==> config.mk <==
export PLATFORM = sky130hd
export DESIGN_NAME = jtag_scan_identity_registers
export DESIGN_NICKNAME = d
export VERILOG_FILES = /design/src/rtl/boundary_scan_chain.v /design/src/rtl/jtag_scan_identity_registers.v
export VERILOG_INCLUDE_DIRS = /design/src /design/src/rtl
export SDC_FILE = /design/constraint.sdc
export NUM_CORES = 2
export LEC_CHECK = 0
export BUFFER_PORTS_ARGS = -buffer_cell sky130_fd_sc_hd__buf_2
export CELL_PAD_IN_SITES_DETAIL_PLACEMENT = 1
export CELL_PAD_IN_SITES_GLOBAL_PLACEMENT = 1
export CORE_MARGIN = 4
export CORE_UTILIZATION = 40
export CTS_BUF_LIST = sky130_fd_sc_hd__clkbuf_4 sky130_fd_sc_hd__clkbuf_8
export CTS_CLUSTER_DIAMETER = 100
export DETAILED_ROUTE_END_ITERATION = 8
export PLACE_DENSITY = 0.79
export SLEW_MARGIN = 20
export SYNTH_ARGS = -nofsm -noshare
export SYNTH_HDL_FRONTEND = slang
export SYNTH_SLANG_ARGS = --single-unit
==> constraint.sdc <==
create_clock -name clk_sys -period 5.45 [get_ports clk_sys]
set_input_delay 1.635 -clock clk_sys [delete_from_list [all_inputs] [get_ports clk_sys]]
set_output_delay 1.635 -clock clk_sys [all_outputs]
set_load 0.02 [all_outputs]
==> src/rtl/jtag_map.vh <==
// Behaviour
// - ten-bit instruction register shifts in instruction states
// - user signature register is thirty-two bits, shifted out
// - boundary chain length fixed per device variant
// - identity word: version, part, maker, trailing bit
// - identity word bit zero always reads one
// - leftmost identity bit is bit thirty-one
// - pull-up, or bus hold where pull-up is off, overrides tri-state
// - bypass, highz, clamp select one-bit bypass register
// - identity instruction shifts identity register out
// - clamp holds pins at boundary update values
//
`ifndef JTAG_MAP_VH
`define JTAG_MAP_VH

// =====================================================
// register lengths
`define IR_LEN          10
`define USER_LEN        32
`define ID_LEN          32
`define BSR_LEN_V0      1029
`define BSR_LEN_V1      1665
`define BSR_LEN_V2      1941
`define PIN_COUNT       8

// =====================================================
// identity word field positions
`define ID_VER_MSB      31
`define ID_VER_LSB      28
`define ID_PART_MSB     27
`define ID_PART_LSB     12
`define ID_MANUF_MSB    11
`define ID_MANUF_LSB    1
`define ID_MARK_BIT     0

// =====================================================
// reset and capture values
`define IR_CAPTURE      10'h001
`define BYPASS_CAPTURE  1'b0

// =====================================================
// instruction codes
`define INS_EXTEST      10'h000
`define INS_SAMPLE      10'h005
`define INS_IDENT       10'h006
`define INS_USER        10'h007
`define INS_CLAMP       10'h00A
`define INS_HIGHZ       10'h00B
`define INS_BYPASS      10'h3FF

`endif

==> src/rtl/boundary_scan_chain.v <==
`timescale 1ns/1ps
`default_nettype none

module boundary_scan_chain #(
  parameter LEN  = 1029,
  parameter PINS = 8
) (
  input  wire            clk_sys,
  input  wire            sys_rst,
  input  wire            cap_en,
  input  wire            shift_en,
  input  wire            upd_en,
  input  wire            scan_in,
  input  wire [PINS-1:0] pin_in,
  input  wire [PINS-1:0] pin_out,
  input  wire [PINS-1:0] pin_oe,
  output wire            scan_lsb,
  output reg  [PINS-1:0] upd_out_reg,
  output reg  [PINS-1:0] upd_oe_reg
);

  reg  [LEN-1:0] chain_reg;
  wire [LEN-1:0] cap_vec;

  assign scan_lsb = chain_reg[0];

  // =====================================================
  // capture map: three cells per pin, rest are internal cells
  genvar i;
  generate
    for (i = 0; i < LEN; i = i + 1) begin : g_cell
      if (i < 3 * PINS) begin : g_pin
        if (i % 3 == 0) begin : g_in
          assign cap_vec[i] = pin_in[i/3];
        end else if (i % 3 == 1) begin : g_out
          assign cap_vec[i] = pin_out[i/3];
        end else begin : g_oe
          assign cap_vec[i] = pin_oe[i/3];
        end
      end else begin : g_int
        assign cap_vec[i] = 1'b0;
      end
    end
  endgenerate

  // =====================================================
  // shift stage, lsb toward tdo
  always @(posedge clk_sys) begin
    if (sys_rst) begin
      chain_reg <= {LEN{1'b0}};
    end else if (cap_en) begin
      chain_reg <= cap_vec;
    end else if (shift_en) begin
      chain_reg <= {scan_in, chain_reg[LEN-1:1]};
    end
  end

  // =====================================================
  // update stage, holds pin values for extest and clamp
  genvar p;
  generate
    for (p = 0; p < PINS; p = p + 1) begin : g_upd
      always @(posedge clk_sys) begin
        if (sys_rst) begin
          upd_out_reg[p] <= 1'b0;
          upd_oe_reg[p]  <= 1'b0;
        end else if (upd_en) begin
          upd_out_reg[p] <= chain_reg[3*p+1];
          upd_oe_reg[p]  <= chain_reg[3*p+2];
        end
      end
    end
  endgenerate

endmodule

`default_nettype wire

==> src/rtl/jtag_scan_identity_registers.v <==
`timescale 1ns/1ps
`default_nettype none
`include "jtag_map.vh"

module jtag_scan_identity_registers #(
  parameter        VARIANT    = 0,
  parameter [3:0]  ID_VERSION = 4'h3,   // arbitrary value
  parameter [15:0] ID_PART    = 16'hA5C3, // arbitrary value
  parameter [10:0] ID_MANUF   = 11'h2B5  // arbitrary value
) (
  input  wire        clk_sys,
  input  wire        sys_rst,
  input  wire        tck,
  input  wire        tms,
  input  wire        tdi,
  output reg         tdo_reg,
  output reg         tdo_oe_reg,
  input  wire [31:0] user_code,
  input  wire [7:0]  core_out,
  input  wire [7:0]  core_oe,
  output reg  [7:0]  core_in_reg,
  input  wire [7:0]  pad_in,
  input  wire [7:0]  pull_up_en,
  input  wire [7:0]  bus_hold_en,
  output reg  [7:0]  pad_out_reg,
  output reg  [7:0]  pad_oe_reg,
  output reg  [7:0]  pad_pull_reg,
  output reg  [7:0]  pad_hold_reg
);

  localparam BSR_LEN = (VARIANT == 2) ? `BSR_LEN_V2 :
                       (VARIANT == 1) ? `BSR_LEN_V1 : `BSR_LEN_V0;

  localparam [3:0] ST_RESET  = 4'h0;
  localparam [3:0] ST_IDLE   = 4'h1;
  localparam [3:0] ST_SEL_DR = 4'h2;
  localparam [3:0] ST_CAP_DR = 4'h3;
  localparam [3:0] ST_SH_DR  = 4'h4;
  localparam [3:0] ST_EX1_DR = 4'h5;
  localparam [3:0] ST_PA_DR  = 4'h6;
  localparam [3:0] ST_EX2_DR = 4'h7;
  localparam [3:0] ST_UPD_DR = 4'h8;
  localparam [3:0] ST_SEL_IR = 4'h9;
  localparam [3:0] ST_CAP_IR = 4'hA;
  localparam [3:0] ST_SH_IR  = 4'hB;
  localparam [3:0] ST_EX1_IR = 4'hC;
  localparam [3:0] ST_PA_IR  = 4'hD;
  localparam [3:0] ST_EX2_IR = 4'hE;
  localparam [3:0] ST_UPD_IR = 4'hF;

  // =====================================================
  // pin synchronisers
  reg        tck_s1_reg;
  reg        tck_s2_reg;
  reg        tck_d_reg;
  reg        tms_s1_reg;
  reg        tms_s2_reg;
  reg        tdi_s1_reg;
  reg        tdi_s2_reg;
  reg  [7:0] pad_s1_reg;
  reg  [7:0] pad_s2_reg;

  always @(posedge clk_sys) begin
    if (sys_rst) begin
      tck_s1_reg <= 1'b0;
      tck_s2_reg <= 1'b0;
      tck_d_reg  <= 1'b0;
      tms_s1_reg <= 1'b1;
      tms_s2_reg <= 1'b1;
      tdi_s1_reg <= 1'b0;
      tdi_s2_reg <= 1'b0;
      pad_s1_reg <= 8'h00;
      pad_s2_reg <= 8'h00;
    end else begin
      tck_s1_reg <= tck;
      tck_s2_reg <= tck_s1_reg;
      tck_d_reg  <= tck_s2_reg;
      tms_s1_reg <= tms;
      tms_s2_reg <= tms_s1_reg;
      tdi_s1_reg <= tdi;
      tdi_s2_reg <= tdi_s1_reg;
      pad_s1_reg <= pad_in;
      pad_s2_reg <= pad_s1_reg;
    end
  end

  wire tck_rise = tck_s2_reg & ~tck_d_reg;
  wire tck_fall = ~tck_s2_reg & tck_d_reg;

  // =====================================================
  // tap state machine
  reg [3:0] state_reg;
  reg [3:0] state_next;

  always @* begin
    case (state_reg)
      ST_RESET:  state_next = tms_s2_reg ? ST_RESET  : ST_IDLE;
      ST_IDLE:   state_next = tms_s2_reg ? ST_SEL_DR : ST_IDLE;
      ST_SEL_DR: state_next = tms_s2_reg ? ST_SEL_IR : ST_CAP_DR;
      ST_CAP_DR: state_next = tms_s2_reg ? ST_EX1_DR : ST_SH_DR;
      ST_SH_DR:  state_next = tms_s2_reg ? ST_EX1_DR : ST_SH_DR;
      ST_EX1_DR: state_next = tms_s2_reg ? ST_UPD_DR : ST_PA_DR;
      ST_PA_DR:  state_next = tms_s2_reg ? ST_EX2_DR : ST_PA_DR;
      ST_EX2_DR: state_next = tms_s2_reg ? ST_UPD_DR : ST_SH_DR;
      ST_UPD_DR: state_next = tms_s2_reg ? ST_SEL_DR : ST_IDLE;
      ST_SEL_IR: state_next = tms_s2_reg ? ST_RESET  : ST_CAP_IR;
      ST_CAP_IR: state_next = tms_s2_reg ? ST_EX1_IR : ST_SH_IR;
      ST_SH_IR:  state_next = tms_s2_reg ? ST_EX1_IR : ST_SH_IR;
      ST_EX1_IR: state_next = tms_s2_reg ? ST_UPD_IR : ST_PA_IR;
      ST_PA_IR:  state_next = tms_s2_reg ? ST_EX2_IR : ST_PA_IR;
      ST_EX2_IR: state_next = tms_s2_reg ? ST_UPD_IR : ST_SH_IR;
      ST_UPD_IR: state_next = tms_s2_reg ? ST_SEL_DR : ST_IDLE;
      default:   state_next = ST_RESET;
    endcase
  end

  // =====================================================
  // instruction decode
  reg  [`IR_LEN-1:0] ir_shift_reg;
  reg  [`IR_LEN-1:0] ir_reg;

  wire sel_ident  = (ir_reg == `INS_IDENT);
  wire sel_user   = (ir_reg == `INS_USER);
  wire sel_extest = (ir_reg == `INS_EXTEST);
  wire sel_clamp  = (ir_reg == `INS_CLAMP);
  wire sel_highz  = (ir_reg == `INS_HIGHZ);
  wire sel_bsr    = sel_extest | (ir_reg == `INS_SAMPLE);
  // unknown codes fall back to bypass, so a chain never breaks
  wire sel_bypass = ~(sel_ident | sel_user | sel_bsr);

  wire [`ID_LEN-1:0] ident_word;
  assign ident_word[`ID_VER_MSB:`ID_VER_LSB]     = ID_VERSION;
  assign ident_word[`ID_PART_MSB:`ID_PART_LSB]   = ID_PART;
  assign ident_word[`ID_MANUF_MSB:`ID_MANUF_LSB] = ID_MANUF;
  assign ident_word[`ID_MARK_BIT]                = 1'b1;

  // =====================================================
  // boundary chain
  wire       bsr_lsb;
  wire [7:0] upd_out;
  wire [7:0] upd_oe;

  boundary_scan_chain #(
    .LEN  (BSR_LEN),
    .PINS (`PIN_COUNT)
  ) u_chain (
    .clk_sys     (clk_sys),
    .sys_rst     (sys_rst),
    .cap_en      (tck_rise & sel_bsr & (state_reg == ST_CAP_DR)),
    .shift_en    (tck_rise & sel_bsr & (state_reg == ST_SH_DR)),
    .upd_en      (tck_fall & sel_bsr & (state_reg == ST_UPD_DR)),
    .scan_in     (tdi_s2_reg),
    .pin_in      (pad_s2_reg),
    .pin_out     (pad_out_reg),
    .pin_oe      (pad_oe_reg),
    .scan_lsb    (bsr_lsb),
    .upd_out_reg (upd_out),
    .upd_oe_reg  (upd_oe)
  );

  // =====================================================
  // shift registers; tdi taken on rising tck, tdo moves on falling
  reg               bypass_reg;
  reg  [`ID_LEN-1:0] word_reg;

  wire dr_lsb = sel_bsr    ? bsr_lsb :
                sel_bypass ? bypass_reg : word_reg[0];

  always @(posedge clk_sys) begin
    if (sys_rst) begin
      state_reg    <= ST_RESET;
      ir_shift_reg <= `IR_CAPTURE;
      ir_reg       <= `INS_IDENT;
      bypass_reg   <= `BYPASS_CAPTURE;
      word_reg     <= {`ID_LEN{1'b0}};
      tdo_reg      <= 1'b0;
      tdo_oe_reg   <= 1'b0;
    end else if (tck_rise) begin
      state_reg <= state_next;
      if (state_reg == ST_CAP_IR) begin
        ir_shift_reg <= `IR_CAPTURE;
      end else if (state_reg == ST_SH_IR) begin
        ir_shift_reg <= {tdi_s2_reg, ir_shift_reg[`IR_LEN-1:1]};
      end
      if (state_reg == ST_CAP_DR) begin
        bypass_reg <= `BYPASS_CAPTURE;
        word_reg   <= sel_user ? user_code : ident_word;
      end else if (state_reg == ST_SH_DR) begin
        bypass_reg <= tdi_s2_reg;
        word_reg   <= {tdi_s2_reg, word_reg[`ID_LEN-1:1]};
      end
    end else if (tck_fall) begin
      if (state_reg == ST_RESET) begin
        ir_reg <= `INS_IDENT;
      end else if (state_reg == ST_UPD_IR) begin
        ir_reg <= ir_shift_reg;
      end
      if (state_reg == ST_SH_IR) begin
        tdo_reg <= ir_shift_reg[0];
      end else if (state_reg == ST_SH_DR) begin
        tdo_reg <= dr_lsb;
      end
      tdo_oe_reg <= (state_reg == ST_SH_IR) | (state_reg == ST_SH_DR);
    end
  end

  // =====================================================
  // pad drive
  reg [7:0] drv_out;
  reg [7:0] drv_oe;

  always @* begin
    if (sel_extest | sel_clamp) begin
      drv_out = upd_out;
      drv_oe  = upd_oe;
    end else if (sel_highz) begin
      drv_out = core_out;
      drv_oe  = 8'h00;
    end else begin
      drv_out = core_out;
      drv_oe  = core_oe;
    end
  end

  // keepers act whenever the driver is off, whatever the instruction
  always @(posedge clk_sys) begin
    if (sys_rst) begin
      pad_out_reg  <= 8'h00;
      pad_oe_reg   <= 8'h00;
      pad_pull_reg <= 8'h00;
      pad_hold_reg <= 8'h00;
      core_in_reg  <= 8'h00;
    end else begin
      pad_out_reg  <= drv_out;
      pad_oe_reg   <= drv_oe;
      pad_pull_reg <= pull_up_en & ~drv_oe;
      pad_hold_reg <= bus_hold_en & ~pull_up_en & ~drv_oe;
      core_in_reg  <= pad_s2_reg;
    end
  end

endmodule

`default_nettype wire

==> reports/metrics.yaml <==
fp.dieH_um: 339
dr.pass1.iters: 5
cp_max_fo: 128
r2r-end: "u_chain.chain_reg[365]"
clock-sinks: 1167
htree_levels: 4
rsz0062_at_grt: "false"
setup_viol: 0
post_cts_resized: 0
ys.flop_type: "dfxtp_1"
die_area_mm2: 0.115
rows: 121
final_max_slew_viol_count: 0
slowest_delay_ps: 930
worstSetupPathDepth: 6
cts-root-buf: "clkbuf_8"
cp.buffers_inverters: 2
grt.overflow.total: 0
synth_nets: 5307
drtIter0Drc: 3371
worstSetupStartpointType: "flop"
syn_inst: 5230
crit_type: "reg -> reg"
post_cts_buffers: 0
place_ws_ps: 1840
async_flop_share_pct: 0
post-route-period-util_pct: 64.1
grt_usage_pct: 17.3
wl_per_cell_um: 16.0
tritoncts: "done"
hold_class: "reg -> reg"
ys_seq_elements: 1167
via_count: 37500
end_kind: "flop"
yosys_warnings: 0
clock_path_buffers: 3
fin_cells: 6561
r2r_slack_ps: 1960
cts-buffers-inserted: 193
grt_pass1_vias: 36400
ir_drop_mv: 0.182
placed_area_mm2: 0.0446
crit_family: "buffers and inverters"
worst_slew_pin_slew_ps: 1120
finalHoldViolCount: 0
required_ps: 6180
drive_above_1_share_pct: 10.9
wirelength_mm: 105
syn_area_per_cell_um2: 8.38
drv_cap: 0
grt_pass1_wl_mm: 179
holdCritStartpoint: "tms_s1_reg"
slowest_stage: "buf_4"
p_leak_nw: 15.5
critPathArrivalTime_ps: 4220
p_per_area_mw_per_mm2: 350
finalClockSkew_ps: 50.8
whs_path_depth: 1
fin_util_pct: 45.0
hold_buffers: 0
antenna_found_initial: 8
max_slew_margin_pct: 25.6
top_level_ports: 119
outcome: "completed"
reg2reg_from: "ir_reg[9]"
fin_area_mm2: 0.0490
clk_pin_slew_ps: 60
grt_start_max_net_pins: 312
synth_cell_types: 49
portBuffers: 118
die_x_um: 339
synth_seq_area_share_pct: 53.3
setup_tns_ps: 0
place_congestion: 0.737
coreArea_mm2: 0.109
synth_edf_count: 0
nets: 5058
worst_hold_path.endpoint: "tms_s2_reg"
placedCellCount: 6198
finalPower_mw: 17.2
insertion_delay_ps: 850
drt.antenna.violating_nets: 0
min_period_ps: 3490
crit_chain: "or4_1 > nor4_4 > buf_12 > buf_4 > nand3_1 > a21oi_1"
syn_area_mm2: 0.0438
ff2ff_path_depth: 6
drc: 0
setup_slack_ps: 1960
area_growth_pct: 11.8
whs_ps: 420
start_util_pct: 40.3
largest_reg_flops: 1029
dp_hpwl_mm: 50.2
fmax_ghz: 0.286
viasPerCell: 5.72
Yosys cell counts, drive strengths merged (3+ instances only):
master      n  area share, %
dfxtp    1167             53
a21oi    1047             12
nand3    1027             12
o21ai    1018             12
clkbuf    523            4.5
buf        95            1.1
mux2i      41           0.94
nor2b      41           0.59
nand2b     36           0.51
nand2      33           0.28
nor2       29           0.25
o2bb2ai    25           0.78
nor3       23           0.26
o221ai     17           0.34
a221oi     16           0.32
nor3b      10           0.17
a32o        9           0.21
nor4b       9           0.18
a22oi       8           0.14
nor4        7           0.11
inv         4          0.034
o21bai      4          0.068
or4         4          0.068
and3        3          0.043
o31ai       3          0.051
or2         3          0.043
cell families (layout without fill, tap and decap cells):
| family | Yosys count | after routing | share of synthesized area, % |
|---|---|---|---|
| compound gates | 2161 | 2161 | 25.7 |
| simple gates | 1236 | 1236 | 14.4 |
| flops | 1167 | 1167 | 53.3 |
| buf+inv | 622 | 530 | 5.58 |
| mux | 41 | 41 | 0.936 |
| xor+xnor | 3 | 3 | 0.0599 |
| other cells | 0 | 9 | 0 |
placed cells by master, fill, tap and decap left out, types with 9 or more instances in the layout:
cell,instances
buf_12,30
dfxtp_1,1167
nand3_1,1027
a32o_1,9
o2bb2ai_2,20
mux2i_1,41
a221oi_1,16
clkbuf_4,61
nor3b_1,10
nor3_1,22
a21oi_1,1046
nor2_1,29
o21ai_0,1017
nor2b_1,41
clkinv_2,18
o221ai_1,17
buf_4,25
diode_2,9
nand2_1,33
nand2b_1,36
buf_2,117
clkbuf_8,261
power by group:
part / total [mW] / internal [mW] / leakage [nW] / switching (mW)
clock: 8.34 / 4.82 / 2.30 / 3.52
sequential: 8.57 / 8.55 / 9.41 / 0.0152
combinational: 0.268 / 0.0721 / 3.82 / 0.196
total: 17.2 / 13.4 / 15.5 / 3.73
routing by layer:
| layer | share of wire (%) | up-vias | track usage (%) |
|---|---|---|---|
| li1 | - | 18300 | - |
| met1 | 48 | 18600 | 23.6 |
| met2 | 47 | 429 | 27.7 |
| met3 | 3.2 | 177 | 3.28 |
| met4 | 2.2 | 0 | 5.72 |
| met5 | 0 | - | 0 |
layout make-up:
| class | instances | area [um2] |
|---|---|---|
| timing repair buffer | 174 | 1430 |
| inverter | 4 | 15.0 |
| clock inverter | 30 | 269 |
| multi-input combinational | 3441 | 18100 |
| fill | 12700 | 59800 |
| sequential | 1167 | 23400 |
| antenna | 9 | 22.5 |
| clock buffer | 322 | 4050 |
| tap | 1414 | 1770 |
worst max-delay path by stage:
stage	start	endpoint	slack, ps
finish	ir_reg[9]	u_chain.chain_reg[365]	1960
global route	ir_reg[9]	u_chain.chain_reg[365]	1710
CTS	ir_reg[9]	u_chain.chain_reg[365]	1980
detailed placement	sys_rst	u_chain.chain_reg[917]	1840
global placement	sys_rst	u_chain.chain_reg[914]	1830
floorplan	sys_rst	u_chain.chain_reg[10]	2690
(Power assumes the default switching activity.)
